[config.mk]
export PLATFORM = sky130hd
export DESIGN_NAME = adcts_top
export DESIGN_NICKNAME = d
export VERILOG_FILES = /design/src/adcts_top.v /design/src/adcts_clk_div.v
export VERILOG_INCLUDE_DIRS = /design/src
export SDC_FILE = /design/constraint.sdc
export NUM_CORES = 1
export LEC_CHECK = 0
export ABC_AREA = 0
export BUFFER_PORTS_ARGS = -buffer_cell sky130_fd_sc_hd__buf_4
export CAP_MARGIN = 15
export CELL_PAD_IN_SITES_DETAIL_PLACEMENT = 1
export CELL_PAD_IN_SITES_GLOBAL_PLACEMENT = 2
export CORE_MARGIN = 5
export CORE_UTILIZATION = 35
export CTS_BUF_LIST = sky130_fd_sc_hd__clkbuf_8
export DETAILED_ROUTE_END_ITERATION = 10
export PLACE_DENSITY_LB_ADDON = 0.2
export RECOVER_POWER = 50
export SYNTH_ARGS = -nofsm -noshare
export SYNTH_HDL_FRONTEND = slang
export SYNTH_SLANG_ARGS = --single-unit
[constraint.sdc]
create_clock -name core_clk -period 8.9 [get_ports core_clk]
set_clock_uncertainty 0.1 [all_clocks]
set_input_delay 0.89 -clock core_clk [delete_from_list [all_inputs] [get_ports core_clk]]
set_output_delay 0.89 -clock core_clk [all_outputs]
set_load 0.02 [all_outputs]
[src/adcts_consts.vh]
// Constants for the converter timing and input-select block
//
// Function
// Clock source bit 15 set picks internal RC oscillator, clear picks bus clock.
// Five-bit auto-sample time counts 1 to 31 conversion clock periods; zero not allowed.
// Bus-clocked conversion period is bus period times 2 times (divider plus one).
// Auto-sample time applies only when trigger source is the auto-convert code.
// Divider field is ignored while the internal RC oscillator is chosen.
// Setting B negative select bit 31 picks analog input 1, else low reference.
// Setting B positive select: inputs 0-12, then temperature sensor, reference, open.
// Setting A negative select bit 23 picks analog input 1, else low reference.
// Setting A positive select uses the same code mapping as setting B.
// Each scan map bit includes its input when set, skips it when clear.
// Scan bits 0-12 are inputs; 13 charge-time unit, 14 reference, 15 ground.
// Scan bits without a physical pin convert the low reference.
// Software picks the open input code only for charge-time measurements.
// Unimplemented bits read zero and ignore writes.
// Alternate off always uses A; on uses A first, then B and A alternately.
// Scan enable takes the positive input from the scan map instead of A.
// Auto-convert trigger: internal counter ends sampling after the auto-sample time.
// Scan steps ascending through selected inputs, wrapping to the lowest one.
`ifndef ADCTS_CONSTS_VH
`define ADCTS_CONSTS_VH

// ----------------------------------------------------------------------------
// Register offsets
// ----------------------------------------------------------------------------
`define ADCTS_OFF_CLK_CFG      5'h00
`define ADCTS_OFF_MUX_SEL      5'h04
`define ADCTS_OFF_SCAN_MAP     5'h08
`define ADCTS_OFF_CTRL         5'h0c
`define ADCTS_OFF_STATUS       5'h10

// ----------------------------------------------------------------------------
// Field positions
// ----------------------------------------------------------------------------
`define ADCTS_CLK_SRC_BIT      15
`define ADCTS_SMPT_MSB         12
`define ADCTS_SMPT_LSB         8
`define ADCTS_DIV_MSB          7
`define ADCTS_DIV_LSB          0
`define ADCTS_NEG_B_BIT        31
`define ADCTS_POS_B_MSB        27
`define ADCTS_POS_B_LSB        24
`define ADCTS_NEG_A_BIT        23
`define ADCTS_POS_A_MSB        19
`define ADCTS_POS_A_LSB        16
`define ADCTS_CTRL_TRIG_MSB    2
`define ADCTS_CTRL_TRIG_LSB    0
`define ADCTS_CTRL_ALT_BIT     3
`define ADCTS_CTRL_SCAN_BIT    4
`define ADCTS_CTRL_SAMP_BIT    5

// ----------------------------------------------------------------------------
// Write masks and reset values
// ----------------------------------------------------------------------------
`define ADCTS_MASK_CLK_CFG     32'h00009fff
`define ADCTS_MASK_MUX_SEL     32'h8f8f0000
`define ADCTS_MASK_SCAN_MAP    32'h0000ffff
`define ADCTS_MASK_CTRL        32'h0000001f
`define ADCTS_RST_CLK_CFG      32'h00000000
`define ADCTS_RST_MUX_SEL      32'h00000000
`define ADCTS_RST_SCAN_MAP     32'h00000000
`define ADCTS_RST_CTRL         32'h00000000

// ----------------------------------------------------------------------------
// Codes
// ----------------------------------------------------------------------------
`define ADCTS_TRIG_AUTO        3'h7
`define ADCTS_POS_TEMP         4'hd
`define ADCTS_POS_IREF         4'he
`define ADCTS_POS_OPEN         4'hf
`define ADCTS_NEG_LOWREF       1'b0
`define ADCTS_NEG_INPUT1       1'b1
`define ADCTS_SCAN_CHARGE_BIT  13
`define ADCTS_SCAN_IREF_BIT    14
`define ADCTS_SCAN_GND_BIT     15

`endif

[src/adcts_top.v]
// Converter timing, input multiplexer select and scan sequencing block
//
// Our own choices: the address map and the address-and-strobe port.
`timescale 1ns/1ps
`default_nettype none
`include "adcts_consts.vh"

module adcts_top #(
  parameter NUM_PINS = 13
) (
  input  wire        core_clk,
  input  wire        sys_rst,
  input  wire [4:0]  reg_addr,
  input  wire [31:0] reg_wdata,
  input  wire        reg_wr,
  input  wire        reg_rd,
  output reg  [31:0] reg_rdata,
  input  wire        rc_clk_in,
  input  wire        sample_start,
  input  wire        sample_done,
  output wire        conv_tick,
  output reg         sampling,
  output reg         convert_start,
  output reg  [3:0]  pos_in_sel,
  output reg         neg_in_sel,
  output reg         pos_in_lowref,
  output reg  [2:0]  trigger_source_sel,
  output reg         alternate_sample_en,
  output reg         scan_enable
);

  // --------------------------------------------------------------------------
  // Registers
  // --------------------------------------------------------------------------
  reg [31:0] clk_cfg_reg;
  reg [31:0] mux_sel_reg;
  reg [31:0] scan_map_reg;
  reg        use_b_reg;
  reg [3:0]  scan_idx_reg;
  reg        scan_armed_reg;
  reg [4:0]  samp_cnt_reg;
  reg        start_meta_reg;
  reg        start_sync_reg;
  reg        start_prev_reg;
  reg        done_meta_reg;
  reg        done_sync_reg;
  reg        done_prev_reg;

  wire       conv_clk_src_sel;
  wire [4:0] auto_sample_time;
  wire [7:0] conv_clk_divider;
  wire       neg_in_sel_a;
  wire       neg_in_sel_b;
  wire [3:0] pos_in_sel_a;
  wire [3:0] pos_in_sel_b;
  wire [15:0] scan_map;
  wire       start_pulse;
  wire       done_pulse;
  wire       auto_mode;

  assign conv_clk_src_sel = clk_cfg_reg[`ADCTS_CLK_SRC_BIT];
  assign auto_sample_time = clk_cfg_reg[`ADCTS_SMPT_MSB:`ADCTS_SMPT_LSB];
  assign conv_clk_divider = clk_cfg_reg[`ADCTS_DIV_MSB:`ADCTS_DIV_LSB];
  assign neg_in_sel_b     = mux_sel_reg[`ADCTS_NEG_B_BIT];
  assign pos_in_sel_b     = mux_sel_reg[`ADCTS_POS_B_MSB:`ADCTS_POS_B_LSB];
  assign neg_in_sel_a     = mux_sel_reg[`ADCTS_NEG_A_BIT];
  assign pos_in_sel_a     = mux_sel_reg[`ADCTS_POS_A_MSB:`ADCTS_POS_A_LSB];
  assign scan_map         = scan_map_reg[15:0];
  assign auto_mode        = (trigger_source_sel == `ADCTS_TRIG_AUTO);

  // --------------------------------------------------------------------------
  // Conversion clock
  // --------------------------------------------------------------------------
  adcts_clk_div u_clk_div (
    .core_clk  (core_clk),
    .sys_rst   (sys_rst),
    .src_rc    (conv_clk_src_sel),
    .divider   (conv_clk_divider),
    .rc_clk_in (rc_clk_in),
    .conv_tick (conv_tick)
  );

  // --------------------------------------------------------------------------
  // Register writes
  // --------------------------------------------------------------------------
  always @(posedge core_clk) begin
    if (sys_rst) begin
      clk_cfg_reg         <= `ADCTS_RST_CLK_CFG;
      mux_sel_reg         <= `ADCTS_RST_MUX_SEL;
      scan_map_reg        <= `ADCTS_RST_SCAN_MAP;
      trigger_source_sel  <= 3'h0;
      alternate_sample_en <= 1'b0;
      scan_enable         <= 1'b0;
    end else if (reg_wr) begin
      case (reg_addr)
        `ADCTS_OFF_CLK_CFG: begin
          clk_cfg_reg <= reg_wdata & `ADCTS_MASK_CLK_CFG;
        end
        `ADCTS_OFF_MUX_SEL: begin
          mux_sel_reg <= reg_wdata & `ADCTS_MASK_MUX_SEL;
        end
        `ADCTS_OFF_SCAN_MAP: begin
          scan_map_reg <= reg_wdata & `ADCTS_MASK_SCAN_MAP;
        end
        `ADCTS_OFF_CTRL: begin
          trigger_source_sel  <= reg_wdata[`ADCTS_CTRL_TRIG_MSB:`ADCTS_CTRL_TRIG_LSB];
          alternate_sample_en <= reg_wdata[`ADCTS_CTRL_ALT_BIT];
          scan_enable         <= reg_wdata[`ADCTS_CTRL_SCAN_BIT];
        end
        default: begin
          clk_cfg_reg <= clk_cfg_reg;
        end
      endcase
    end
  end

  // --------------------------------------------------------------------------
  // Register reads, one cycle after the strobe
  // --------------------------------------------------------------------------
  always @(posedge core_clk) begin
    if (sys_rst) begin
      reg_rdata <= 32'h00000000;
    end else if (reg_rd) begin
      case (reg_addr)
        `ADCTS_OFF_CLK_CFG:  reg_rdata <= clk_cfg_reg;
        `ADCTS_OFF_MUX_SEL:  reg_rdata <= mux_sel_reg;
        `ADCTS_OFF_SCAN_MAP: reg_rdata <= scan_map_reg;
        `ADCTS_OFF_CTRL:     reg_rdata <= {27'h0000000, scan_enable, alternate_sample_en, trigger_source_sel};
        `ADCTS_OFF_STATUS:   reg_rdata <= {22'h000000, sampling, use_b_reg, scan_idx_reg, 4'h0};
        default:             reg_rdata <= 32'h00000000;
      endcase
    end else begin
      reg_rdata <= 32'h00000000;
    end
  end

  // --------------------------------------------------------------------------
  // Sequence inputs from the converter core, synchronised
  // --------------------------------------------------------------------------
  always @(posedge core_clk) begin
    if (sys_rst) begin
      start_meta_reg <= 1'b0;
      start_sync_reg <= 1'b0;
      start_prev_reg <= 1'b0;
      done_meta_reg  <= 1'b0;
      done_sync_reg  <= 1'b0;
      done_prev_reg  <= 1'b0;
    end else begin
      start_meta_reg <= sample_start;
      start_sync_reg <= start_meta_reg;
      start_prev_reg <= start_sync_reg;
      done_meta_reg  <= sample_done;
      done_sync_reg  <= done_meta_reg;
      done_prev_reg  <= done_sync_reg;
    end
  end

  assign start_pulse = start_sync_reg & ~start_prev_reg;
  assign done_pulse  = done_sync_reg & ~done_prev_reg;

  // --------------------------------------------------------------------------
  // Auto-sample counter
  // --------------------------------------------------------------------------
  always @(posedge core_clk) begin
    if (sys_rst) begin
      sampling      <= 1'b0;
      samp_cnt_reg  <= 5'h00;
      convert_start <= 1'b0;
    end else begin
      convert_start <= 1'b0;
      if (start_pulse && !sampling) begin
        sampling     <= 1'b1;
        samp_cnt_reg <= 5'h00;
      end else if (sampling && auto_mode && conv_tick) begin
        // A zero time is illegal; treat it as one period so sampling still ends
        if (samp_cnt_reg + 5'h01 >= auto_sample_time) begin
          sampling      <= 1'b0;
          convert_start <= 1'b1;
          samp_cnt_reg  <= 5'h00;
        end else begin
          samp_cnt_reg <= samp_cnt_reg + 5'h01;
        end
      end else if (sampling && !auto_mode && done_pulse) begin
        // Other trigger sources end sampling from outside
        sampling <= 1'b0;
      end
    end
  end

  // --------------------------------------------------------------------------
  // Alternate and scan sequencing, advanced at each sample's end
  // --------------------------------------------------------------------------
  reg [3:0] next_idx;
  reg       found;
  reg [4:0] k;
  reg [3:0] cand;

  always @* begin
    next_idx = scan_idx_reg;
    found    = 1'b0;
    cand     = 4'h0;
    // Ascending search with wrap; an empty map leaves the index alone
    for (k = 5'd1; k <= 5'd16; k = k + 5'd1) begin
      cand = scan_idx_reg + k[3:0];
      if (!found && scan_map[cand]) begin
        next_idx = cand;
        found    = 1'b1;
      end
    end
  end

  wire seq_step;
  assign seq_step = convert_start | (done_pulse & !auto_mode);

  always @(posedge core_clk) begin
    if (sys_rst) begin
      use_b_reg      <= 1'b0;
      scan_idx_reg   <= 4'hf;
      scan_armed_reg <= 1'b0;
    end else begin
      if (!alternate_sample_en) begin
        use_b_reg <= 1'b0;
      end else if (seq_step) begin
        use_b_reg <= ~use_b_reg;
      end
      if (!scan_enable) begin
        scan_idx_reg   <= 4'hf;
        scan_armed_reg <= 1'b0;
      end else if (!scan_armed_reg && !sampling) begin
        // The rest index would stick when bit 15 is set; the first pick is the lowest set bit
        scan_idx_reg   <= next_idx;
        scan_armed_reg <= 1'b1;
      end else if (seq_step || (!scan_map[scan_idx_reg] && !sampling)) begin
        scan_idx_reg <= next_idx;
      end
    end
  end

  // --------------------------------------------------------------------------
  // Multiplexer outputs
  // --------------------------------------------------------------------------
  always @(posedge core_clk) begin
    if (sys_rst) begin
      pos_in_sel    <= 4'h0;
      neg_in_sel    <= `ADCTS_NEG_LOWREF;
      pos_in_lowref <= 1'b0;
    end else begin
      if (use_b_reg) begin
        neg_in_sel <= neg_in_sel_b;
        pos_in_sel <= pos_in_sel_b;
      end else begin
        neg_in_sel <= neg_in_sel_a;
        pos_in_sel <= scan_enable ? scan_idx_reg : pos_in_sel_a;
      end
      // A scanned analog input with no pin on this package converts the low reference
      pos_in_lowref <= scan_enable && !use_b_reg && (scan_idx_reg < 4'hd)
                       && ({1'b0, scan_idx_reg} >= NUM_PINS[4:0]);
    end
  end

endmodule // adcts_top
`default_nettype wire

[src/adcts_clk_div.v]
// Conversion clock tick generator: bus clock divider or synchronised RC clock edges
`timescale 1ns/1ps
`default_nettype none
`include "adcts_consts.vh"

module adcts_clk_div (
  input  wire       core_clk,
  input  wire       sys_rst,
  input  wire       src_rc,
  input  wire [7:0] divider,
  input  wire       rc_clk_in,
  output reg        conv_tick
);

  reg [8:0] cnt_reg;
  reg       rc_meta_reg;
  reg       rc_sync_reg;
  reg       rc_prev_reg;
  wire [8:0] terminal;

  // Half period is divider+1 bus clocks, so a full period is 2*(divider+1)
  assign terminal = {divider, 1'b1};

  always @(posedge core_clk) begin
    if (sys_rst) begin
      rc_meta_reg <= 1'b0;
      rc_sync_reg <= 1'b0;
      rc_prev_reg <= 1'b0;
    end else begin
      rc_meta_reg <= rc_clk_in;
      rc_sync_reg <= rc_meta_reg;
      rc_prev_reg <= rc_sync_reg;
    end
  end

  always @(posedge core_clk) begin
    if (sys_rst) begin
      cnt_reg   <= 9'h000;
      conv_tick <= 1'b0;
    end else if (src_rc) begin
      // Divider is not looked at on the RC source
      cnt_reg   <= 9'h000;
      // A source switch must not give two ticks in a row
      conv_tick <= rc_sync_reg & ~rc_prev_reg & ~conv_tick;
    end else if (cnt_reg >= terminal) begin
      cnt_reg   <= 9'h000;
      conv_tick <= 1'b1;
    end else begin
      cnt_reg   <= cnt_reg + 9'h001;
      conv_tick <= 1'b0;
    end
  end

endmodule // adcts_clk_div
`default_nettype wire

==> metrics.sh, run 1 <==
STATUS='finished, violations left'
VIOLATIONS='capacitance limit, slew limit'
P_PER_AREA_nW_PER_UM2=131
VIASPERCELL=5.38
FINAL_HOLD_VIOL_COUNT=0
HTREE_NUM_LEVELS=3
SYNTH_SEQ_AREA_SHARE_PCT=34.8
TIMING.MAX_SLEW.REL_SLACK_PCT=-97.9
SHARE_OF_CELLS_ABOVE_DRIVE_STRENGTH_1_PCT=13.0
FINALCRITICALPERIOD_PS=5080
GLOBAL_ROUTE_WIRE_LENGTH_BEFORE_REPAIR_MICRONS=29900
POST_ROUTE_CELL_AREA_SQ_UM=7010
GRT_OVERFLOW=0
CTS_HOLD_BUF=0
SETUP-TNS-FINAL_PS=0
DRC=0
DETAIL_ROUTE.WL_PER_CELL_MICRONS=18.2
ARRIVAL_PS=5260
FINALWEIGHTEDCONGESTION=0.901
CTS.CLK_SLEW.WORST_PATHS_PS=110
GRT_START_MAX_NET_PINS=67
TIMING.FINAL.SETUP_VIOLATIONS=0
MAX_CLOCK_FREQ_MHz=197
FP.DIEAREA_SQ_UM=20700
RSZ0062_AT_GRT='no'
DRT.ANTENNA.VIOLATING_NETS=0
GLOBALROUTETOTALUTIL_PCT=18.3
ROUTED_WL_MICRONS=18400
CTS_MAX_PATH_BUFFERS=2
SYNTH_EDF_COUNT=0
FIN_CRIT_SH_PCT=57.0
INSERTION_DELAY_PS=390
CTS.SINKS=109
MEAN_POST_SYNTH_CELL_AREA_SQ_UM=8.66
INITIAL_CORE_UTIL_PCT=35.2
FIRST_ITER_VIOLATIONS=262
FLOORPLAN.DIE.WIDTH_MICRONS=144
MAX_SLEW.WORST_PIN.SLEW_PS=2970
POST_DP_CELL_AREA_SQ_UM=6970
FINALHOLDWORSTSLACK_PS=350
CPMAXSTAGEDELAYCELL='sky130_fd_sc_hd__dfxtp_1'
TIMING.SETUP.CRITICAL_PATH_CLASS='reg -> reg'
WORST_IR_DROP_VDD_uV=109
DRT_PASS1_ITERATIONS=4
SYNTH.CELL_AREA_SQ_UM=6260
LARGEST_REGISTER_FF_COUNT=26
FLIP_FLOP_AND_LATCH_COUNT_AFTER_SYNTHESIS=109
ASYNC_RESET_FF_SHARE_PCT=0
LAYOUT-AREA-OVERHEAD-VS-SYNTH_PCT=11.8
DIODES=0
CTSRESIZECOUNT=0
GRT_PASS1_VIAS=5722
POST-CTS-SETUP-BUFFER-COUNT=0
TRITONCTS='built'
NUMBER_OF_PRIMARY_I_O_PINS=90
MAX_CAP_VIOL_COUNT=1
FILLERS=2184
ENDPOINT_KIND='register'
CRITICAL_PATH.CELL_CHAIN='clkinv_1, ha_1, inv_1, mux4_2, nor2_2, nand2b_4, nor4_2, a31oi_1, and3_1, or3_1, mux2i_1'
FINAL_COUNT_OF_PINS_VIOLATING_MAX_SLEW=67
CRIT_REQUIRED_PS=9090
DETAILED_PLACE_HPWL_MICRONS=14100
CORE-AREA_SQ_UM=17800
SYN-INSTANCE-COUNT=723
CRITICAL_PATH.MAX_STAGE_DELAY_PS=910
YS_DOMINANT_REG_CELL='sky130_fd_sc_hd__dfxtp_1'
CTS-BUFFERS-INSERTED=9
WORSTHOLDPATHTYPE='reg -> reg'
YOSYS.CELL_TYPES.COUNT=73
YS_WARN_COUNT=0
NETS=846
ROOT_BUFFER='sky130_fd_sc_hd__clkbuf_8'
SETUP.WORST_PATH.START_CLASS='register'
NUMPORTBUFFERS=77
DIEHEIGHT_MICRONS=144
LARGEST_FANOUT_ON_THE_CRITICAL_PATH=18
LEAKAGEPOWER_nW=2.69
GRT_ANTENNA_BEFORE_REPAIR=0
FP-ROW-COUNT=49
ROUTE.VIAS.TOTAL=5442
-- logic make-up (layout without fill, tap and decap cells) --
group	Yosys count	count (layout)	synth area share, %
adders and majority gates	25	25	4.99
xor gates and xnor gates	20	20	2.92
buffers and inverters	69	123	5.01
AOI/OAI and AO/OA	152	152	15.6
muxes	68	68	15.3
and+or+nand+nor	279	279	21.2
DFF	109	109	34.8
other	1	6	0.0599
-- cell usage after synthesis, types with 5 or more instances --
| library cell | instances | share of area, % |
|---|---|---|
| sky130_fd_sc_hd__xor2_1 | 10 | 1.4 |
| sky130_fd_sc_hd__nand2b_1 | 5 | 0.50 |
| sky130_fd_sc_hd__nor2_1 | 72 | 4.3 |
| sky130_fd_sc_hd__a21o_1 | 9 | 1.1 |
| sky130_fd_sc_hd__a22oi_1 | 16 | 1.9 |
| sky130_fd_sc_hd__mux2_2 | 12 | 2.2 |
| sky130_fd_sc_hd__o21ai_0 | 14 | 1.1 |
| sky130_fd_sc_hd__clkbuf_1 | 31 | 1.9 |
| sky130_fd_sc_hd__nor2b_1 | 20 | 2.0 |
| sky130_fd_sc_hd__a21oi_1 | 60 | 4.8 |
| sky130_fd_sc_hd__ha_1 | 25 | 5.0 |
| sky130_fd_sc_hd__mux2i_1 | 34 | 5.4 |
| sky130_fd_sc_hd__nand2_1 | 103 | 6.2 |
| sky130_fd_sc_hd__a31oi_1 | 6 | 0.60 |
| sky130_fd_sc_hd__and2_1 | 13 | 1.3 |
| sky130_fd_sc_hd__xnor2_1 | 9 | 1.3 |
| sky130_fd_sc_hd__dfxtp_1 | 109 | 35 |
| sky130_fd_sc_hd__a311oi_1 | 5 | 0.70 |
| sky130_fd_sc_hd__and3_1 | 9 | 0.90 |
| sky130_fd_sc_hd__mux4_2 | 21 | 7.5 |
| sky130_fd_sc_hd__nor3_1 | 11 | 0.88 |
| sky130_fd_sc_hd__nand3_1 | 19 | 1.5 |
| sky130_fd_sc_hd__buf_4 | 6 | 0.72 |
| sky130_fd_sc_hd__inv_1 | 22 | 1.3 |
-- worst paths after layout --
kind	from	to	slack [ps]	depth (start not counted)
max	scan_idx_reg[2]	scan_idx_reg[0]	3820	11
min	done_meta_reg	done_sync_reg	350	1
max reg2reg	scan_idx_reg[2]	scan_idx_reg[0]	3820	11
min reg2reg	done_meta_reg	done_sync_reg	350	1
-- metal layers --
layer / track usage [%] / share of wire (%) / vias up
li1: - / - / 2668
met1: 22.2 / 44 / 2648
met2: 32.2 / 50 / 97
met3: 3.59 / 3.6 / 29
met4: 6.05 / 2.3 / 0
met5: 0 / 0 / -
-- report_power, final --
group / internal, mW / switching, mW / total, mW / leakage (nW)
Combinational: 0.0523 / 0.0566 / 0.109 / 1.70
Clock: 0.115 / 0.185 / 0.300 / 0.100
Sequential: 0.498 / 0.00975 / 0.508 / 0.881
Total: 0.665 / 0.251 / 0.916 / 2.69
-- stage by stage --
stage	cells	util [%]	worst slack (ps)	total power, mW
after global placement	995	39.2	4000	0.629
after detailed placement	995	39.2	3890	0.631
after global routing	1011	39.4	3610	0.961
after CTS	1011	40.3	3870	0.938
final	1011	39.4	3820	0.916
after floorplan	728	-	4660	0.595
-- cell usage in the layout (no fill, tap or decap), drive strengths merged, types with 4 or more instances in the layout --
cell / instances
xnor2: 10
ha: 25
nor2: 73
and2: 14
nand2b: 7
a311oi: 5
mux4: 21
clkbuf: 52
nor2b: 20
conb: 6
nand3b: 4
a22oi: 16
nor4: 4
a31oi: 6
a21o: 9
a21oi: 60
dfxtp: 109
inv: 26
nor3: 11
nand2: 103
mux2: 13
clkinv: 4
nand3: 20
o22ai: 4
buf: 41
and3: 10
mux2i: 34
xor2: 10
o21ai: 16
-- worst max-delay path: cells and delay by family (launching register included) --
kind,cells,cell delay [ps]
muxes,2,810
and+or+nand+nor,5,1600
DFF,1,910
adders and majority gates,1,590
buffers and inverters,2,840
AOI/OAI and AO/OA,1,130
-- area by class of cell --
cell class	count	area (sq um)	share of cell area (%)
clock buffer	10	138	1.96
clock inverter	6	56.3	0.804
inverter	24	90.1	1.29
multi-input combinational	550	3790	54.1
sequential	109	2180	31.1
tap	229	287	4.09
timing repair buffer	83	465	6.64
(Power assumes the default switching activity.)
==> inputs of run 2 (changes only) <==
--- a/config.mk
+++ b/config.mk
@@ -12,7 +12,7 @@
 export CELL_PAD_IN_SITES_DETAIL_PLACEMENT = 1
 export CELL_PAD_IN_SITES_GLOBAL_PLACEMENT = 2
 export CORE_MARGIN = 5
-export CORE_UTILIZATION = 35
+export CORE_UTILIZATION = 33
 export CTS_BUF_LIST = sky130_fd_sc_hd__clkbuf_8
 export DETAILED_ROUTE_END_ITERATION = 10
 export PLACE_DENSITY_LB_ADDON = 0.2
==> constraint.sdc (replaced) <==
create_clock -name core_clk -period 4.4 [get_ports core_clk]
set_clock_uncertainty 0.1 [all_clocks]
set_input_delay 0.44 -clock core_clk [delete_from_list [all_inputs] [get_ports core_clk]]
set_output_delay 0.44 -clock core_clk [all_outputs]
set_load 0.02 [all_outputs]
==> run 2 against run 1 <==
The flow still finishes with violations (capacitance limit, slew limit). Final cell count increased by 1.7%. Non-clock buffer count increased by 14. Global-route usage decreased by 0.39 points. Final area increased by 1.3%. Flip-flop and latch count unchanged. Combinational power increased by 100%. Critical path type unchanged.
==> metrics.sh, run 2 (synthesized netlist as in run 1, its figures left out) <==
FP-ROW-COUNT=50  # +2.0%
TIMING.MAX_SLEW.REL_SLACK_PCT=-101  # -3.3 points
DRT.ANTENNA.VIOLATING_NETS=0  # unchanged
CTS.SINKS=109  # unchanged
VIOLATIONS='capacitance limit, slew limit'
DIEHEIGHT_MICRONS=148  # +2.8%
ROUTE.VIAS.TOTAL=5477  # +0.64%
GLOBAL_ROUTE_WIRE_LENGTH_BEFORE_REPAIR_MICRONS=31400  # +5.1%
SETUP.WORST_PATH.START_CLASS='register'
TIMING.REG2REG.SETUP_SLACK_PS=260  # -3570 ps
TIMING.SETUP.CRITICAL_PATH_CLASS='reg -> reg'
LEAKAGEPOWER_nW=2.75  # +2.2%
ROOT_BUFFER='sky130_fd_sc_hd__clkbuf_8'
FINAL.SETUP.WORST_SLACK_PS=257  # -3570 ps
FP.DIEAREA_SQ_UM=21800  # +5.6%
P_PER_AREA_nW_PER_UM2=257  # +97%
INSERTION_DELAY_PS=390  # about the same
LAYOUT-AREA-OVERHEAD-VS-SYNTH_PCT=13.3
ENDPOINT_KIND='register'
RSZ0062_AT_GRT='no'
FINAL_COUNT_OF_PINS_VIOLATING_MAX_SLEW=67  # unchanged
FIN_CRIT_SH_PCT=94.2  # +37 points
FLOORPLAN.DIE.WIDTH_MICRONS=148  # +2.8%
MAX_SLEW.WORST_PIN.SLEW_PS=3020  # +48.8 ps
MOSTFREQUENTLAYOUTCELLS='109 x sky130_fd_sc_hd__dfxtp_1, 103 x sky130_fd_sc_hd__nand2_1, 72 x sky130_fd_sc_hd__nor2_1'
GRT_START_MAX_NET_PINS=67  # unchanged
GLOBALROUTETOTALUTIL_PCT=17.9  # -0.39 points
INITIAL_CORE_UTIL_PCT=33.5  # -1.7 points
DIODES=0  # unchanged
SHARE_OF_CELLS_ABOVE_DRIVE_STRENGTH_1_PCT=14.6  # +1.6 points
GRT_OVERFLOW=0  # unchanged
DETAIL_ROUTE.WL_PER_CELL_MICRONS=18.7  # +2.4%
MAX_CAP_VIOL_COUNT=1  # unchanged
FINALHOLDWORSTSLACK_PS=160  # -190 ps
VIASPERCELL=5.33  # -1.0%
SETUP-TNS-FINAL_PS=0  # unchanged
GRT_PASS1_VIAS=5804  # +1.4%
WORST_IR_DROP_VDD_uV=139  # +28%
FINAL_COMMON_CELL='sky130_fd_sc_hd__dfxtp_1'
NUMPORTBUFFERS=77  # unchanged
LARGEST_FANOUT_ON_THE_CRITICAL_PATH=9  # -9
NETS=860  # +1.7%
FINALWEIGHTEDCONGESTION=0.859  # -4.6%
FINALCRITICALPERIOD_PS=4140  # -933 ps
DETAILED_PLACE_HPWL_MICRONS=14900  # +5.6%
CTS-BUFFERS-INSERTED=9  # unchanged
DRC=0  # unchanged
NUMBER_OF_PRIMARY_I_O_PINS=90  # unchanged
MAX_CLOCK_FREQ_MHz=241  # +23%
CRIT_REQUIRED_PS=4590  # -4500 ps
ROUTED_WL_MICRONS=19200  # +4.1%
STATUS='finished, violations left'
TRITONCTS='built'
CTSRESIZECOUNT=0  # unchanged
HTREE_NUM_LEVELS=3  # unchanged
ARRIVAL_PS=4330  # -930 ps
DRT_PASS1_ITERATIONS=4  # unchanged
POST-CTS-SETUP-BUFFER-COUNT=0  # unchanged
GRT_ANTENNA_BEFORE_REPAIR=0  # unchanged
CTS_MAX_PATH_BUFFERS=2  # unchanged
CORE-AREA_SQ_UM=18700  # +5.2%
DP_WORST_SETUP_SLACK_PS=302  # -3590 ps
CTS_HOLD_BUF=0  # unchanged
LARGEST_REGISTER_FF_COUNT=26  # unchanged
TIMING.FINAL.SETUP_VIOLATIONS=0  # unchanged
FIRST_ITER_VIOLATIONS=215  # -18%
CTS.CLK_SLEW.WORST_PATHS_PS=110  # about the same
WORSTHOLDPATHTYPE='in -> reg'
FINAL_HOLD_VIOL_COUNT=0  # unchanged
[run 2: final timing paths]
path                                       from         endpoint  depth (start not counted)
worst max-delay path            scan_idx_reg[1]  scan_idx_reg[0]                         11
worst min-delay path               sample_start   start_meta_reg                          2
worst max register to register  scan_idx_reg[1]  scan_idx_reg[0]                         11
worst min register to register    done_meta_reg    done_sync_reg                          1
[run 2: cell type report]
type                    count  area (sq um)
fillers                  2211         11600
multi-input cells         550          3790
flip-flops and latches    109          2180
repair buffers             97           574
well taps                 234           293
clock buffers              10           138
inverters                  24          90.1
clock inverters             4          31.3
[run 2: where the power goes]
part	leakage (nW)	internal [mW]	switching, mW	total, mW
Combinational	1.78	0.107	0.115	0.223
Clock	0.0894	0.221	0.355	0.576
Sequential	0.881	1.01	0.0207	1.03
[run 2: through the flow]
| step | area, sq um | utilization (%) | power [mW] | cells |
|---|---|---|---|---|
| after floorplan | 6280 | - | 1.20 | 728 |
| after global placement | 7080 | 37.9 | 1.28 | 1014 |
| after detailed placement | 7080 | 37.9 | 1.28 | 1014 |
| after CTS | 7250 | 38.8 | 1.87 | 1028 |
| after global routing | 7100 | 37.9 | 1.92 | 1028 |
| final | 7100 | 37.9 | 1.83 | 1028 |
[run 2: critical path: stages, from the launching register on]
cell and delay [ps]:
sky130_fd_sc_hd__dfxtp_1 380, sky130_fd_sc_hd__inv_1 70, sky130_fd_sc_hd__ha_1 590, sky130_fd_sc_hd__mux4_2 600
sky130_fd_sc_hd__mux2_2 310, sky130_fd_sc_hd__mux2_2 280, sky130_fd_sc_hd__nand2b_2 250, sky130_fd_sc_hd__nor4b_4 540
sky130_fd_sc_hd__a31oi_1 210, sky130_fd_sc_hd__and3_1 210, sky130_fd_sc_hd__or3_1 380, sky130_fd_sc_hd__mux2i_1 120
[run 2: per-layer routing]
layer	routed length, microns	global-route usage, %	vias to the layer above
met5	0	0	-
met1	8710	23.3	2686
li1	-	-	2682
met4	286	4.99	0
met2	9520	30.6	91
met3	692	2.91	18
==> inputs of run 3 (changes only) <==
--- a/config.mk
+++ b/config.mk
@@ -12,11 +12,12 @@
 export CELL_PAD_IN_SITES_DETAIL_PLACEMENT = 1
 export CELL_PAD_IN_SITES_GLOBAL_PLACEMENT = 2
 export CORE_MARGIN = 5
-export CORE_UTILIZATION = 33
+export CORE_UTILIZATION = 35
 export CTS_BUF_LIST = sky130_fd_sc_hd__clkbuf_8
 export DETAILED_ROUTE_END_ITERATION = 10
 export PLACE_DENSITY_LB_ADDON = 0.2
 export RECOVER_POWER = 50
+export REMOVE_ABC_BUFFERS = 1
 export SYNTH_ARGS = -nofsm -noshare
 export SYNTH_HDL_FRONTEND = slang
 export SYNTH_SLANG_ARGS = --single-unit
==> constraint.sdc (replaced) <==
create_clock -name core_clk -period 4.76 [get_ports core_clk]
set_clock_uncertainty 0.1 [all_clocks]
set_input_delay 0.476 -clock core_clk [delete_from_list [all_inputs] [get_ports core_clk]]
set_output_delay 0.476 -clock core_clk [all_outputs]
set_load 0.02 [all_outputs]
==> run 3 against run 2 <==
The run still ends with capacitance limit, slew limit left. Final area fell by 0.53%. First-iteration DRC count rose by 23%. Via count rose by 0.49%. Register-to-register slack improved by 140 ps. Clock-buffer cell count decreased by 1. Final cell count fell by 0.68%. Combinational power is 7% lower. Power shrank 6.7%. Setup slack gained 140 ps.
==> metrics.sh, run 3 (synthesized netlist as in run 1, its figures left out) <==
STATUS='finished, violations left'
VIOLATIONS='capacitance limit, slew limit'
GRT_START_MAX_NET_PINS=46  # -31%
TIMING.SETUP.CRITICAL_PATH_CLASS='reg -> reg'
CRIT-REG2REG-LAUNCH='scan_idx_reg[1]'
DRT.ANTENNA.VIOLATING_NETS=0  # unchanged
FIRST_ITER_VIOLATIONS=265  # +23%
FP.DIEAREA_SQ_UM=20700  # -5.3%
TRITONCTS='built'
SHARE_OF_CELLS_ABOVE_DRIVE_STRENGTH_1_PCT=14.0  # -0.59 points
TOTAL_POWER_mW=1.70  # -6.7%
LEAKAGEPOWER_nW=2.72  # -0.95%
CPMAXSTAGEDELAYCELL='sky130_fd_sc_hd__ha_1'
INSERTION_DELAY_PS=390  # about the same
FINAL_COMMON_CELL='sky130_fd_sc_hd__dfxtp_1'
FIN_CRIT_SH_PCT=91.6  # -2.6 points
CTSRESIZECOUNT=0  # unchanged
TIMING.MAX_SLEW.REL_SLACK_PCT=-34.7  # +66 points
DIEHEIGHT_MICRONS=144  # -2.7%
TIMING.FINAL.SETUP_VIOLATIONS=0  # unchanged
CTS_HOLD_BUF=0  # unchanged
MAX_CLOCK_FREQ_MHz=229  # -5.0%
CRITICAL_PATH.MAX_STAGE_DELAY_PS=630  # +30 ps
LARGEST_FANOUT_ON_THE_CRITICAL_PATH=13  # +4
DETAIL_ROUTE.WL_PER_CELL_MICRONS=18.7  # +0.16%
POWER_SWITCHING_mW=0.477  # -2.9%
LAYOUT-AREA-OVERHEAD-VS-SYNTH_PCT=12.7
POWER.COMBINATIONAL.FRACTION_PCT=12.2  # about the same
ENDPOINT='scan_idx_reg[0]'
P_SEQ_SHARE_PCT=55.7  # -0.6 points
CRITICAL_PATH.CELL_CHAIN='inv_1, ha_1, mux4_2, mux2_2, mux2_2, nand2b_2, nor4b_4, a32oi_1, and3_1, or3_1, mux2i_1'
NETS=856  # -0.47%
DRT_PASS1_ITERATIONS=4  # unchanged
SETUP.WORST_PATH.START_CLASS='register'
ARRIVAL_PS=4550  # +220 ps
FINISH.CELL_COUNT_WITHOUT_FILLERS=1021  # -0.68%
POWER.CLOCK.FRACTION_PCT=32.1  # +0.6 points
INITIAL_CORE_UTIL_PCT=35.2  # +1.7 points
SETUP-TNS-FINAL_PS=0  # unchanged
GLOBALROUTETOTALUTIL_PCT=18.9  # +1.0 points
ROUTED_WL_MICRONS=19100  # -0.52%
CTS_MAX_PATH_BUFFERS=2  # unchanged
NUMPORTBUFFERS=77  # unchanged
FINALWEIGHTEDCONGESTION=0.891  # +3.7%
TIMING.REG2REG.SETUP_SLACK_PS=400  # +140 ps
FINALCRITICALPERIOD_PS=4360  # +217 ps
DIODES=0  # unchanged
CTS.CLK_SLEW.WORST_PATHS_PS=110  # about the same
RSZ0062_AT_GRT='no'
LAYOUT.CORE_UTILIZATION_PCT=39.7  # +1.8 points
MOSTFREQUENTLAYOUTCELLS='109 x sky130_fd_sc_hd__dfxtp_1, 103 x sky130_fd_sc_hd__nand2_1, 72 x sky130_fd_sc_hd__nor2_1'
ROOT_BUFFER='sky130_fd_sc_hd__clkbuf_8'
CTS-BUFFERS-INSERTED=9  # unchanged
P_PER_AREA_nW_PER_UM2=241  # -6.2%
FINAL_COUNT_OF_PINS_VIOLATING_MAX_SLEW=46  # -31%
CRITICAL_PATH.MOST_COMMON_CELL='sky130_fd_sc_hd__mux2_2'
INTERNAL-POWER_mW=1.23  # -8.1%
CORE-AREA_SQ_UM=17800  # -4.9%
POST-CTS-SETUP-BUFFER-COUNT=0  # unchanged
MAX_SLEW.WORST_PIN.SLEW_PS=2020  # -996 ps
HTREE_NUM_LEVELS=3  # unchanged
DPL.CELL_COUNT=1005  # -0.89%
HOLDPATHSTAGES=2  # unchanged
ROUTE.VIAS.TOTAL=5504  # +0.49%
FINAL_HOLD_VIOL_COUNT=0  # unchanged
GRT_ANTENNA_BEFORE_REPAIR=0  # unchanged
WORSTREGTOREGCELLS=11  # unchanged
GLOBAL_ROUTE_WIRE_LENGTH_BEFORE_REPAIR_MICRONS=30800  # -1.8%
VIASPERCELL=5.39  # +1.2%
GRT_PASS1_VIAS=5813  # +0.16%
MAX_CAP_VIOL_COUNT=1  # unchanged
WORST_IR_DROP_VDD_uV=133  # -4.8%
CRIT_REQUIRED_PS=4950  # +360 ps
WORSTHOLDPATHTYPE='in -> reg'
FINALHOLDWORSTSLACK_PS=188  # +27.8 ps
REG2REG_TO='scan_idx_reg[0]'
GRT_OVERFLOW=0  # unchanged
POWER.SWITCHING_FRACTION_PCT=28.0  # +1.1 points
WORST_SETUP_PATH_STARTPOINT='scan_idx_reg[1]'
DRC=0  # unchanged
CTS.SINKS=109  # unchanged
NUMBER_OF_PRIMARY_I_O_PINS=90  # unchanged
LARGEST_REGISTER_FF_COUNT=26  # unchanged
DETAILED_PLACE_HPWL_MICRONS=14700  # -1.6%
ENDPOINT_KIND='register'
FLOORPLAN.DIE.WIDTH_MICRONS=144  # -2.7%
FP-ROW-COUNT=49  # -2.0%
run 3: changes by cell type in the layout (fill, tap and decap cells not counted):
| cell | delta |
|---|---|
| sky130_fd_sc_hd__inv_8 | +1 |
| sky130_fd_sc_hd__clkbuf_8 | -1 |
| sky130_fd_sc_hd__clkinv_2 | +1 |
| sky130_fd_sc_hd__clkinvlp_4 | +1 |
| sky130_fd_sc_hd__clkbuf_1 | +3 |
| sky130_fd_sc_hd__buf_4 | -7 |
run 3: worst min path at each step:
stage / startpoint / endpoint / slack [ps]
2_1_floorplan: done_meta_reg / done_sync_reg / 310
3_3_place_gp: done_meta_reg / done_sync_reg / 320
3_5_place_dp: u_clk_div.rc_meta_reg / u_clk_div.rc_sync_reg / 330
4_1_cts: sample_start / start_meta_reg / 160
5_1_grt: sample_done / done_meta_reg / 180
6_report: sample_start / start_meta_reg / 190
run 3: critical path: cells and delay by family (launching register included):
kind | cells | cell delay (ps)
buf+inv | 1 | 140
mux | 4 | 1430
simple gates | 4 | 1410
fa+ha+maj | 1 | 630
compound gates | 1 | 180
flops | 1 | 360
run 3: area by class of cell:
cell class / instances / area [sq um]
Timing Repair Buffer: 93 / 533
Clock buffer: 9 / 124
Multi-Input combinational cell: 550 / 3790
Tap cell: 229 / 287
Fill cell: 2192 / 10700
Inverter: 24 / 90.1
Sequential cell: 109 / 2180
Clock inverter: 7 / 55.1
run 3: layer usage:
layer,vias up,routed length [microns],GRT usage (%)
met5,-,0,0
met4,0,367,4.91
met3,27,533,3.13
met2,85,9670,34.0
met1,2716,8530,23.4
li1,2676,-,-
run 3: power by group through the flow:
stage	clock, mW	combinational [mW]	sequential (mW)
finish	0.548	0.207	0.949
global route	0.600	0.230	0.953
CTS	0.571	0.215	0.950
detailed placement	0	0.213	0.971
global placement	0	0.209	0.970
floorplan	0	0.126	0.971
run 3: metrics by stage:
| stage | cell area (sq um) | worst slack [ps] |
|---|---|---|
| 2_1_floorplan | 6060 | -18.0 |
| 3_3_place_gp | 7040 | 533 |
| 3_5_place_dp | 7040 | 390 |
| 4_1_cts | 7220 | 359 |
| 5_1_grt | 7060 | 105 |
| 6_report | 7060 | 400 |
